===== src/verilog/servo_cycle_pkg.sv =====
package servo_cycle_pkg;
    // clock and cycle timing
    localparam int unsigned CLK_HZ = 25_000_000;
    localparam int unsigned CYCLE_US = 120;
    localparam int unsigned POLL_US = 40;
    localparam int unsigned CYCLE_CLKS = CYCLE_US * (CLK_HZ / 1_000_000);
    localparam int unsigned POLL_CLKS = POLL_US * (CLK_HZ / 1_000_000);
    localparam int unsigned POLLS_PER_CYCLE = CYCLE_US / POLL_US;
    localparam int unsigned SERIAL_BITS = 8;
    localparam int unsigned STATUS_WORDS = 3;
    // reset values
    localparam logic CONCURRENCY_RST = 1'b0;

    // task slots within one servo cycle, gray ordered
    typedef enum logic [2:0] {
        SLOT_IDLE = 3'b000,
        SLOT_LOOP = 3'b001,
        SLOT_PROG = 3'b011,
        SLOT_MOTION = 3'b010,
        SLOT_STATUS = 3'b110,
        SLOT_ERROR = 3'b111
    } slot_t;

    // hold state machine
    typedef enum logic [1:0] {
        HOLD_CLOSED = 2'b00,
        HOLD_SETTLE = 2'b01,
        HOLD_OPEN = 2'b11
    } hold_t;

    // hold configuration bundle
    typedef struct packed {
        logic [15:0] enter_err;
        logic [15:0] exit_err;
        logic check_torque;
        logic move_mode;
        logic [15:0] settle_cycles;
        logic [15:0] erl_cycles;
        logic [15:0] tq_moving;
        logic [15:0] tq_holding;
    } hold_cfg_t;

    // per-cycle task strobes
    typedef struct packed {
        logic serial_poll;
        logic loop_run;
        logic prog_run;
        logic motion_run;
        logic status_run;
        logic error_run;
    } task_strobe_t;
endpackage


===== src/verilog/servo_cycle_sequencer.sv =====
`timescale 1ns/1ps
`default_nettype none

module servo_cycle_sequencer #(
    parameter int unsigned CYCLE_LEN = servo_cycle_pkg::CYCLE_CLKS,
    parameter int unsigned POLL_LEN = servo_cycle_pkg::POLL_CLKS
) (
    input wire logic i_ref_clk,
    input wire logic i_srst,
    input wire servo_cycle_pkg::hold_cfg_t i_cfg, // hold thresholds, mode, timers, limits
    input wire logic [15:0] i_pos_err, // absolute position error, counts
    input wire logic [15:0] i_cl_torque, // closed loop torque in use
    input wire logic i_traj_active, // trajectory generator busy
    input wire logic i_stop_cond, // stop condition releases a stall
    input wire logic i_cmd_valid, // buffered program command waiting
    input wire logic i_cmd_is_motion, // that command is a motion command
    input wire logic i_cmd_is_wait, // that command is a delay or wait
    input wire logic i_cmd_wait_done, // delay or wait command complete
    input wire logic i_concurrency_on_cmd, // enable command executed
    input wire logic i_concurrency_off_cmd, // disable command executed
    input wire logic i_immediate_motion, // host immediate motion command
    input wire logic [7:0] i_serial_rx, // byte offered by serial link
    output servo_cycle_pkg::task_strobe_t o_task, // one-cycle task strobes
    output logic o_cmd_fetch, // take next buffered command
    output logic o_traj_start, // start the trajectory generator
    output logic o_concurrency, // concurrency flag
    output logic o_open_loop, // open-loop hold engaged
    output logic o_loop_update, // closed loop output update strobe
    output logic [15:0] o_torque_limit, // torque to apply in open loop
    output logic [7:0] o_serial_byte, // byte taken at the last poll
    output logic o_serial_take // poll strobe, byte captured
);

    // elaboration checks: the poll divider is realigned at every cycle start,
    // so the cycle must hold exactly three poll periods, and the slot
    // chain from loop to error must finish inside one poll period
    if (CYCLE_LEN != POLL_LEN * servo_cycle_pkg::POLLS_PER_CYCLE) begin : g_bad_cycle
        $error("cycle length must be three poll periods");
    end
    if (POLL_LEN < 8) begin : g_bad_poll
        $error("poll period too short for task slots");
    end

    localparam int unsigned CW = $clog2(CYCLE_LEN + 1);
    localparam int unsigned PW = $clog2(POLL_LEN + 1);

    logic [CW-1:0] cyc_cnt_r; // clocks within servo cycle
    logic [PW-1:0] poll_cnt_r; // clocks within poll period
    servo_cycle_pkg::slot_t slot_r; // current task slot
    logic cycle_start; // first clock of a cycle
    logic poll_tick; // first clock of a poll period

    // servo cycle divider
    // counts clocks inside one servo cycle; count zero is the cycle start,
    // which both kicks the slot chain and realigns the poll divider, so a
    // stray poll count can never drift against the cycle
    always_ff @(posedge i_ref_clk) begin
        if (i_srst) begin
            cyc_cnt_r <= '0;
        end else if (cyc_cnt_r == CW'(CYCLE_LEN - 1)) begin
            cyc_cnt_r <= '0;
        end else begin
            cyc_cnt_r <= cyc_cnt_r + 1'b1;
        end
    end

    // serial poll divider
    always_ff @(posedge i_ref_clk) begin
        if (i_srst) begin
            poll_cnt_r <= '0;
        end else if (poll_cnt_r == PW'(POLL_LEN - 1) || cycle_start) begin
            poll_cnt_r <= (cycle_start) ? PW'(1) : '0;
        end else begin
            poll_cnt_r <= poll_cnt_r + 1'b1;
        end
    end

    assign cycle_start = (cyc_cnt_r == '0);
    assign poll_tick = (poll_cnt_r == '0);

    // task slot sequencer: loop, program, motion, status, error
    // the chain runs once per cycle and then parks in idle; serial polling
    // runs on its own divider, so it is not a slot of the chain
    // illegal slot codes fall back to idle and wait for the next cycle start
    always_ff @(posedge i_ref_clk) begin
        if (i_srst) begin
            slot_r <= servo_cycle_pkg::SLOT_IDLE;
        end else begin
            unique case (slot_r)
                servo_cycle_pkg::SLOT_IDLE: begin
                    if (cycle_start) slot_r <= servo_cycle_pkg::SLOT_LOOP;
                end
                servo_cycle_pkg::SLOT_LOOP: slot_r <= servo_cycle_pkg::SLOT_PROG;
                servo_cycle_pkg::SLOT_PROG: slot_r <= servo_cycle_pkg::SLOT_MOTION;
                servo_cycle_pkg::SLOT_MOTION: slot_r <= servo_cycle_pkg::SLOT_STATUS;
                servo_cycle_pkg::SLOT_STATUS: slot_r <= servo_cycle_pkg::SLOT_ERROR;
                servo_cycle_pkg::SLOT_ERROR: slot_r <= servo_cycle_pkg::SLOT_IDLE;
                default: slot_r <= servo_cycle_pkg::SLOT_IDLE;
            endcase
        end
    end

    // serial byte capture every poll period
    always_ff @(posedge i_ref_clk) begin
        if (i_srst) begin
            o_serial_byte <= 8'h00;
            o_serial_take <= 1'b0;
        end else begin
            o_serial_take <= poll_tick;
            if (poll_tick) o_serial_byte <= i_serial_rx;
        end
    end

    // concurrency flag
    always_ff @(posedge i_ref_clk) begin
        if (i_srst) begin
            o_concurrency <= servo_cycle_pkg::CONCURRENCY_RST;
        end else if (i_concurrency_on_cmd) begin
            o_concurrency <= 1'b1;
        end else if (i_concurrency_off_cmd) begin
            o_concurrency <= 1'b0;
        end
    end

    // program stall after a motion command without concurrency
    // the stall is set by the fetch itself, because the generator only goes
    // busy after the motion slot of the next cycle; without it a second command could slip into
    // the gap between fetch and start
    // it clears when the motion slot sees the generator idle, even with the
    // fetched start still pending, or at once on a stop condition
    logic stall_r; // waiting for a motion slot with the generator idle
    logic prog_slot; // program task slot now
    logic motion_slot; // motion task slot now
    logic may_fetch; // program command allowed this cycle
    assign prog_slot = (slot_r == servo_cycle_pkg::SLOT_PROG);
    assign motion_slot = (slot_r == servo_cycle_pkg::SLOT_MOTION);
    // concurrency on: every cycle; off: only when generator idle and no stall
    assign may_fetch = i_cmd_valid
        && (o_concurrency || (!i_traj_active && !stall_r));

    always_ff @(posedge i_ref_clk) begin
        if (i_srst) begin
            stall_r <= 1'b0;
        end else if (o_cmd_fetch && i_cmd_is_motion && !o_concurrency) begin
            stall_r <= 1'b1;
        end else if (i_stop_cond || (motion_slot && !i_traj_active && !o_traj_start)) begin
            stall_r <= 1'b0;
        end
    end

    // wait commands hold the fetch until done
    logic waiting_r; // a delay or wait command in progress
    always_ff @(posedge i_ref_clk) begin
        if (i_srst) begin
            waiting_r <= 1'b0;
        end else if (o_cmd_fetch && i_cmd_is_wait) begin
            waiting_r <= 1'b1;
        end else if (i_cmd_wait_done || i_stop_cond) begin
            waiting_r <= 1'b0;
        end
    end

    // fetch strobe, at most one per cycle
    // only the program slot may fetch, which bounds fetches to one a cycle
    // a running delay or wait command blocks the fetch in either mode
    always_ff @(posedge i_ref_clk) begin
        if (i_srst) begin
            o_cmd_fetch <= 1'b0;
        end else begin
            o_cmd_fetch <= prog_slot && may_fetch && !waiting_r;
        end
    end

    // pending motion from program or host
    // a host motion can arrive at any clock; it waits here for the motion
    // slot so that starts always come in slot order
    logic motion_pend_r; // motion waiting for motion slot
    always_ff @(posedge i_ref_clk) begin
        if (i_srst) begin
            motion_pend_r <= 1'b0;
        end else if ((o_cmd_fetch && i_cmd_is_motion) || i_immediate_motion) begin
            motion_pend_r <= 1'b1;
        end else if (motion_slot) begin
            motion_pend_r <= 1'b0;
        end
    end

    // trajectory start strobe in motion slot
    always_ff @(posedge i_ref_clk) begin
        if (i_srst) begin
            o_traj_start <= 1'b0;
        end else begin
            o_traj_start <= motion_slot && motion_pend_r;
        end
    end

    // task strobes, one each per cycle except serial poll, which fires three times per cycle
    always_ff @(posedge i_ref_clk) begin
        if (i_srst) begin
            o_task <= '0;
        end else begin
            o_task.serial_poll <= poll_tick;
            o_task.loop_run <= (slot_r == servo_cycle_pkg::SLOT_LOOP);
            o_task.prog_run <= prog_slot;
            o_task.motion_run <= motion_slot;
            o_task.status_run <= (slot_r == servo_cycle_pkg::SLOT_STATUS);
            o_task.error_run <= (slot_r == servo_cycle_pkg::SLOT_ERROR);
        end
    end

    // closed loop update only when not in open-loop hold
    always_ff @(posedge i_ref_clk) begin
        if (i_srst) begin
            o_loop_update <= 1'b0;
        end else begin
            o_loop_update <= (slot_r == servo_cycle_pkg::SLOT_LOOP) && !o_open_loop;
        end
    end

    // open-loop hold machine, evaluated in loop slot
    // closed: waits for error within the entry threshold, a permitted mode
    // and, when asked, closed loop torque within the active limit
    // settle: counts the settle delay down once per cycle; any excess error
    // or torque reloads it, so the whole delay must pass cleanly
    // open: loads the error-limit timer on entry and counts it down; exit
    // depends on error, entry mode and the thresholds, not torque, and is taken at the next evaluation
    // thresholds both zero switch the feature off in every state
    // all counts are in servo cycles, not clocks, since evaluation happens
    // only in the loop slot
    servo_cycle_pkg::hold_t hold_r; // hold state
    logic [15:0] settle_r; // settle cycles remaining
    logic [15:0] erl_r; // error-limit cycles remaining
    logic eval; // once-per-cycle evaluation point
    logic feature_on; // thresholds not both zero
    logic err_ok; // error at or below entry threshold
    logic err_exit; // error at or above exit threshold
    logic mode_ok; // entry mode permits hold now
    logic torque_ok; // optional torque check passes
    logic [15:0] tq_lim; // active open loop limit

    assign eval = (slot_r == servo_cycle_pkg::SLOT_LOOP);
    assign feature_on = (i_cfg.enter_err != '0) || (i_cfg.exit_err != '0);
    assign err_ok = (i_pos_err <= i_cfg.enter_err);
    assign err_exit = (i_pos_err >= i_cfg.exit_err);
    assign mode_ok = i_cfg.move_mode || !i_traj_active;
    // moving limit before expiry, holding after
    assign tq_lim = (erl_r != '0 || hold_r != servo_cycle_pkg::HOLD_OPEN)
        ? i_cfg.tq_moving : i_cfg.tq_holding;
    assign torque_ok = !i_cfg.check_torque || (i_cl_torque <= tq_lim);

    always_ff @(posedge i_ref_clk) begin
        if (i_srst) begin
            hold_r <= servo_cycle_pkg::HOLD_CLOSED;
            settle_r <= 16'h0000;
            erl_r <= 16'h0000;
        end else if (eval) begin
            unique case (hold_r)
                servo_cycle_pkg::HOLD_CLOSED: begin
                    if (feature_on && err_ok && mode_ok && torque_ok) begin
                        hold_r <= servo_cycle_pkg::HOLD_SETTLE;
                        settle_r <= i_cfg.settle_cycles;
                    end
                end
                servo_cycle_pkg::HOLD_SETTLE: begin
                    if (!feature_on || !mode_ok) begin
                        hold_r <= servo_cycle_pkg::HOLD_CLOSED;
                    end else if (!err_ok || !torque_ok) begin
                        settle_r <= i_cfg.settle_cycles;
                    end else if (settle_r == '0) begin
                        hold_r <= servo_cycle_pkg::HOLD_OPEN;
                        erl_r <= i_cfg.erl_cycles;
                    end else begin
                        settle_r <= settle_r - 1'b1;
                    end
                end
                servo_cycle_pkg::HOLD_OPEN: begin
                    if (err_exit || !feature_on || !mode_ok) begin
                        hold_r <= servo_cycle_pkg::HOLD_CLOSED;
                        erl_r <= 16'h0000;
                    end else if (erl_r != '0) begin
                        erl_r <= erl_r - 1'b1;
                    end
                end
                default: hold_r <= servo_cycle_pkg::HOLD_CLOSED;
            endcase
        end
    end

    // open loop flag and torque output
    // registered one clock behind the hold state; the loop update strobe
    // reads this flag, so the first cycle after entry is already bypassed
    // torque reads zero while closed, leaving the loop output in charge
    always_ff @(posedge i_ref_clk) begin
        if (i_srst) begin
            o_open_loop <= 1'b0;
            o_torque_limit <= 16'h0000;
        end else begin
            o_open_loop <= (hold_r == servo_cycle_pkg::HOLD_OPEN);
            if (hold_r == servo_cycle_pkg::HOLD_OPEN) begin
                // moving limit until expiry, holding limit after, even mid-move
                o_torque_limit <= (erl_r != '0) ? i_cfg.tq_moving
                                                : i_cfg.tq_holding;
            end else begin
                o_torque_limit <= 16'h0000;
            end
        end
    end

endmodule

`default_nettype wire


===== config.mk =====
export PLATFORM = sky130hd
export DESIGN_NAME = servo_cycle_sequencer
export DESIGN_NICKNAME = d
export VERILOG_FILES = /design/src/verilog/servo_cycle_pkg.sv /design/src/verilog/servo_cycle_sequencer.sv
export SDC_FILE = /design/constraint.sdc
export NUM_CORES = 1
export LEC_CHECK = 0
export BUFFER_PORTS_ARGS = -buffer_cell sky130_fd_sc_hd__buf_4
export CAP_MARGIN = 20
export CORE_MARGIN = 4
export CORE_UTILIZATION = 45
export CTS_CLUSTER_DIAMETER = 50
export DETAILED_ROUTE_END_ITERATION = 10
export PLACE_DENSITY = 0.75
export REMOVE_ABC_BUFFERS = 1
export SYNTH_ARGS = -nofsm -noshare
export SYNTH_HDL_FRONTEND = slang
export SYNTH_SLANG_ARGS = --single-unit
export TNS_END_PERCENT = 5

===== constraint.sdc =====
create_clock -name i_ref_clk -period 6.2 [get_ports i_ref_clk]
set_clock_uncertainty 0.2 [all_clocks]
set_input_delay 0.31 -clock i_ref_clk [delete_from_list [all_inputs] [get_ports i_ref_clk]]
set_output_delay 0.31 -clock i_ref_clk [all_outputs]
set_load 0.01 [all_outputs]

## After elaboration in Yosys (flattened, before gate mapping)

Cells that the tools add are included.

| storage, ports and cells | value |
|---|---|
| bits in registers | 97 |
| input bits | 149 |
| output and inout bits | 36 |
| logic and storage cells | 138 |

| cells by class | value |
|---|---|
| add/subtract/negate cells | 4 |
| magnitude comparators | 3 |
| equal/unequal tests | 20 |
| muxes and demuxes | 31 |
| bitwise logic cells | 1 |
| reduce and logical (&&, ||, !) cells | 57 |

Operator list:

| operator | count |
|---|---|
| $mux W16 | 11 |
| $pmux W16 S2 | 2 |
| $reduce_bool A16 Y1 | 3 |
| $le A16 B16 Y1 | 2 |
| $sub A16 B1 Y16 const B | 2 |
| $ge A16 B16 Y1 | 1 |
| $logic_not A16 Y1 | 1 |
| $pmux W3 S5 | 1 |
| $logic_and A1 B1 Y1 | 14 |
| $ne A2 B2 Y1 const B | 7 |
| $logic_or A1 B1 Y1 | 13 |
| $add A12 B1 Y12 const B | 1 |
| $eq A12 B12 Y1 const B | 1 |
| $logic_not A12 Y1 | 1 |
| $ne A3 B3 Y1 const B | 4 |
| $reduce_bool A2 Y1 | 6 |
| $logic_not A1 Y1 | 11 |
| $add A10 B1 Y10 const B | 1 |
| $eq A10 B10 Y1 const B | 1 |
| $logic_not A10 Y1 | 1 |
| $mux W10 | 1 |
| $mux W2 | 5 |
| $reduce_and A5 Y1 | 2 |
| $mux W1 | 9 |
| 12 further kinds | 15 |

## Logic depth before layout (Yosys ltp)

| depth | value |
|---|---|
| depth after elaboration | 10 |
| gate-level depth with buffers | 19 |
| depth with buffers taken out | 17 |

## Worst setup path after synthesis

OpenSTA, ideal clock, no wires.

| timing path | value |
|---|---|
| path kind | flip-flop to flip-flop |
| from | register erl_r[0] |
| to | register settle_r[10] |
| library setup time | 0.130 ns |
| arrival | 5.064 ns |
| setup slack | 0.806 ns |
| cell stages (with the launch flop) | 20 |
| path buffers | 3 |
| period minus slack after synthesis | 5.394 ns |
| cells stage by stage | dfxtp_1 inv_1 ha_1 or3b_2 nor3_2 nand2_1 nor4_2 nand2_1 clkbuf_1 mux2i_1 ha_1 nand3_1 nor4_1 and2_1 nor2b_1 a221oi_1 buf_2 buf_2 mux2i_1 o32ai_1 |

| on the way | value |
|---|---|
| longest elaborated chain between the ends | 10 |
| elaborated cells between the ends (all ways) | 14 |
| those cells by class | 1 x order compare; 2 x eq/ne; 4 x mux; 7 x reduce/logical |

RTL lines:

| element | line | RTL |
|---|---|---|
| start, declared | servo_cycle_sequencer.sv:232 | `logic [15:0] erl_r;` |
| start signal, assigned | servo_cycle_sequencer.sv:271 | `erl_r <= i_cfg.erl_cycles;` |
| start signal, assigned | servo_cycle_sequencer.sv:281 | `erl_r <= erl_r - 1'b1;` |
| $reduce_bool A16 Y1 * | servo_cycle_sequencer.sv:247 | `assign tq_lim = (erl_r != '0 \|\| hold_r != servo_cycle_pkg::HOLD_OPEN)` |
| $logic_or A1 B1 Y1 * | servo_cycle_sequencer.sv:247 |  |
| $mux W16 * | servo_cycle_sequencer.sv:248 | `? i_cfg.tq_moving : i_cfg.tq_holding;` |
| $le A16 B16 Y1 * | servo_cycle_sequencer.sv:249 | `assign torque_ok = !i_cfg.check_torque \|\| (i_cl_torque <= tq_lim);` |
| $logic_or A1 B1 Y1 * | servo_cycle_sequencer.sv:249 |  |
| $logic_not A1 Y1 | servo_cycle_sequencer.sv:267 | `end else if (!err_ok \|\| !torque_ok) begin` |
| $logic_or A1 B1 Y1 | servo_cycle_sequencer.sv:267 |  |
| $mux W16 | servo_cycle_sequencer.sv:267 |  |
| $mux W16 | servo_cycle_sequencer.sv:265 | `if (!feature_on \|\| !mode_ok) begin` |
| $pmux W16 S2 | servo_cycle_sequencer.sv:257 | `unique case (hold_r)` |
| end signal, assigned | servo_cycle_sequencer.sv:261 | `settle_r <= i_cfg.settle_cycles;` |
| end signal, assigned | servo_cycle_sequencer.sv:268 | `settle_r <= i_cfg.settle_cycles;` |
| end signal, assigned | servo_cycle_sequencer.sv:273 | `settle_r <= settle_r - 1'b1;` |
| end, declared | servo_cycle_sequencer.sv:231 | `logic [15:0] settle_r;` |

Mark *: on every way between the ends. The rest lies on a longest branch, timed or not. The select of a mux whose other input is x is not followed.
A chain may end at the register's enable or synchronous reset.

## Final worst setup path

| timing path | value |
|---|---|
| from | register erl_r[0] |
| to | register settle_r[15] |

The elaborated chain is that of the path after synthesis.

==> flow_metrics.py <==
metrics = {
    "power": {
        "power_density_nw_per_um2": 207,
        "swShare_pct": 29.0,
        "seq_power_share_pct": 40.5,
        "power_report.internal_total_w": 0.00117,
        "p_leak_nw": 3.73,
        "comb_power_share_pct": 24.8,
        "irDropWorstVdd_mv": 0.209,
        "power_frac_clock_pct": 34.8,
        "switchingPower_w": 0.000479,
    },
    "timing": {
        "fmax_ghz": 0.178,
        "relSlewSlack_pct": 44.4,
        "setup_tns_ns": 0,
        "setup_viol": 0,
        "drv_slew": 0,
        "rsz0062_at_grt": "no",
        "finalCritPeriodShare_pct": 90.4,
        "min_period_ns": 5.60,
        "finalWorstSetupSlack_ns": 0.597,
        "timing.hold.ws_ns": 0.0116,
        "final-hold-violation-count": 0,
        "worst_pin_slew_ns": 0.832,
    },
    "global_route": {
        "grt_pass1_vias": 5452,
        "antenna_found_initial": 0,
        "grt_use_total_pct": 20.7,
        "grt_remaining_overflow": 0,
        "grt_first_pass_wirelength_um": 25400,
        "grt_max_degree": 58,
    },
    "clock_network": {
        "cts-root-buf": "clkbuf_16",
        "clock-sinks": 97,
        "cts_resized": 0,
        "cts_buffers": 9,
        "htree_levels": 3,
        "ctsHoldBuffers": 9,
        "cts_buffer_depth": 2,
        "postCtsSetupBuffers": 0,
        "cts_tree": "done",
        "path_clk_slew_ns": 0.07,
        "clk_latency_ns": 0.35,
    },
    "logic_synthesis": {
        "synth_xor_area_share_pct": 3.32,
        "synthesis.instances": 739,
        "ys_top_cells_by_area": "dfxtp_1 (32%), ha_1 (11%), a21oi_1 (5.4%)",
        "synth.distinct_cells": 63,
        "postSynth.asyncResetShare_pct": 0,
        "synth_seq_cells": 97,
        "synth_top_area_share_pct": 32.0,
        "synthMuxAreaShare_pct": 5.63,
        "synth.avg_cell_area_sq_um": 8.20,
        "synth_compound_area_share_pct": 18.7,
        "synth_edf_count": 0,
        "synth_top_family_by_area": "simple AND/OR/NAND/NOR gates",
        "seq_area_frac_synth_pct": 32.0,
        "synth_most_common_cell": "dfxtp_1",
        "netlist_area_sq_um": 6060,
        "synth_ff_type": "dfxtp_1",
        "synthAdderAreaFrac_pct": 11.1,
        "yosys.area_share.simple_pct": 22.4,
        "ys_top_cells_by_count": "dfxtp_1 (97), nor2_1 (78), inv_1 (68), nand2_1 (68), a21oi_1 (66)",
        "synth_top_cell_by_area": "dfxtp_1",
        "yosys_warnings": 0,
    },
    "critical_path": {
        "crit_type": "flip-flop to flip-flop",
        "cp.arrival_ns": 5.61,
        "required_ns": 6.21,
        "start_kind": "flip-flop",
        "rr_worst_depth": 19,
        "critPathCaptureType": "flip-flop",
        "path_max_fanout": 19,
    },
    "route": {
        "dr.pass1.iters": 4,
        "drc": 0,
        "vias": 5847,
        "wl_per_cell_um": 14.7,
        "viasPerCell": 5.33,
        "ant_nets": 0,
        "wl_um": 16100,
        "drtIter0Drc": 238,
    },
    "placed_design": {
        "gp_congestion": 0.890,
        "dp_cells": 1071,
        "pre_cts_ws_ns": 0.715,
        "hpwl_um": 12500,
        "portBuffers": 184,
        "placed_area_sq_um": 7560,
    },
    "finish": {
        "n_antenna_cell": 0,
        "finish.instance_area_sq_um": 7960,
        "final_cells": 1096,
        "area_delta_synth_final_pct": 31.3,
        "n_fill_cell": 1206,
        "final_layout_size_suffix_gt1_share_pct": 25.8,
        "final_nets": 1118,
    },
    "die": {
        "pin_count": 185,
        "start_util_pct": 45.8,
        "die-area_sq_um": 15400,
        "die_h_um": 124,
        "fp-row-count": 42,
        "core_sq_um": 13200,
        "die_x_um": 124,
    },
    "run": {
        "cap_violations": 0,
    },
    "hold_path": {
        "min_path_cells": 3,
        "hold_class": "primary input to flip-flop",
    },
    "status": {
        "status": "completed",
    },
}
cells by family after synthesis:
logic type,Yosys count
AO/OA/AOI/OAI,156
buffers and inverters,101
AND/OR/NAND/NOR,274
adder cells (fa/ha/maj),54
flip-flops,97
multiplexers,34
XOR/XNOR,23
critical path: stages (launching register included):
cell      delay, ns
dfxtp_1        0.33
inv_1          0.08
ha_1           0.18
or3b_2         0.50
nor3_2         0.34
nand2_1        0.18
nor4_2         0.16
buf_4          0.25
nand2_1        0.52
mux2i_1        0.26
ha_1           0.32
nand3_1        0.11
nor4_1         0.36
o21ai_0        0.18
nand3_1        0.21
a22oi_1        0.13
o211ai_1       0.19
buf_4          0.26
nand2b_1       0.52
o32ai_1        0.18
placed cells by master (no fill, tap or decap), types with 3 or more instances in the layout:
cell type	count
a211oi_1	7
inv_1	68
a211oi_2	5
o211ai_2	8
nor2_1	78
xnor2_1	10
a22oi_1	3
nor3_2	3
nor3b_1	4
and2_1	4
dfxtp_1	97
o211ai_1	4
a41oi_1	4
dlygate4sd3_1	9
nand2_1	68
buf_4	189
or3_1	4
nor2b_1	7
nand3_1	23
nor3_1	20
a21oi_1	66
nand4_1	13
o32ai_1	14
ha_1	54
or4_1	5
and3_1	6
o21ai_0	11
clkbuf_16	9
nand2b_1	7
o22ai_1	4
xor2_1	13
nor4_1	18
a221oi_1	3
mux2i_1	33
o31ai_2	8
final cells by class:
cell class / count / area, sq um / share of cell area (%)
inverter: 68 / 255 / 3.21
tap: 176 / 220 / 2.77
clock buffer: 11 / 243 / 3.05
timing repair buffer: 198 / 1510 / 19.0
clock inverter: 5 / 63.8 / 0.802
sequential: 97 / 1940 / 24.4
multi-input combinational: 541 / 3730 / 46.8
power groups by stage:
stage | registers, W | clock network (W) | logic [W]
floorplan | 0.000682 | 0 | 0.000230
global placement | 0.000681 | 0 | 0.000396
detailed placement | 0.000681 | 0 | 0.000400
CTS | 0.000667 | 0.000584 | 0.000408
global route | 0.000671 | 0.000611 | 0.000457
finish | 0.000668 | 0.000573 | 0.000409
registers in the layout (all words and copies together), names as in the netlist:
register        count
waiting_r           1
cyc_cnt_r          12
motion_pend_r       1
o_torque_limit     16
o_task              6
erl_r              16
o_traj_start        1
o_concurrency       1
slot_r              3
o_open_loop         1
stall_r             1
hold_r              2
o_cmd_fetch         1
settle_r           16
poll_cnt_r         10
o_loop_update       1
o_serial_byte       8
per-stage QoR:
stage               util [%]  total power [W]
floorplan                  -         0.000912
global placement        57.1          0.00108
detailed placement      57.1          0.00108
CTS                     60.1          0.00166
global route            60.1          0.00174
finish                  60.1          0.00165
worst paths after layout:
check / startpoint / endpoint / slack, ns
hold reg to reg: waiting_r / o_cmd_fetch / 0.22
setup reg to reg: erl_r[0] / settle_r[15] / 0.60
hold / removal: i_cmd_is_wait / waiting_r / 0.01
setup / recovery: erl_r[0] / settle_r[15] / 0.60
per-layer routing:
| layer | up-vias | part of all wire [%] | global-route usage [%] |
|---|---|---|---|
| met5 | - | 0 | 0 |
| met4 | 0 | 2.6 | 6.91 |
| met3 | 32 | 8.4 | 5.36 |
| met1 | 2631 | 43 | 26.1 |
| met2 | 193 | 46 | 34.5 |
| li1 | 2991 | - | - |
Note: power is estimated with default switching activity, not from simulation.
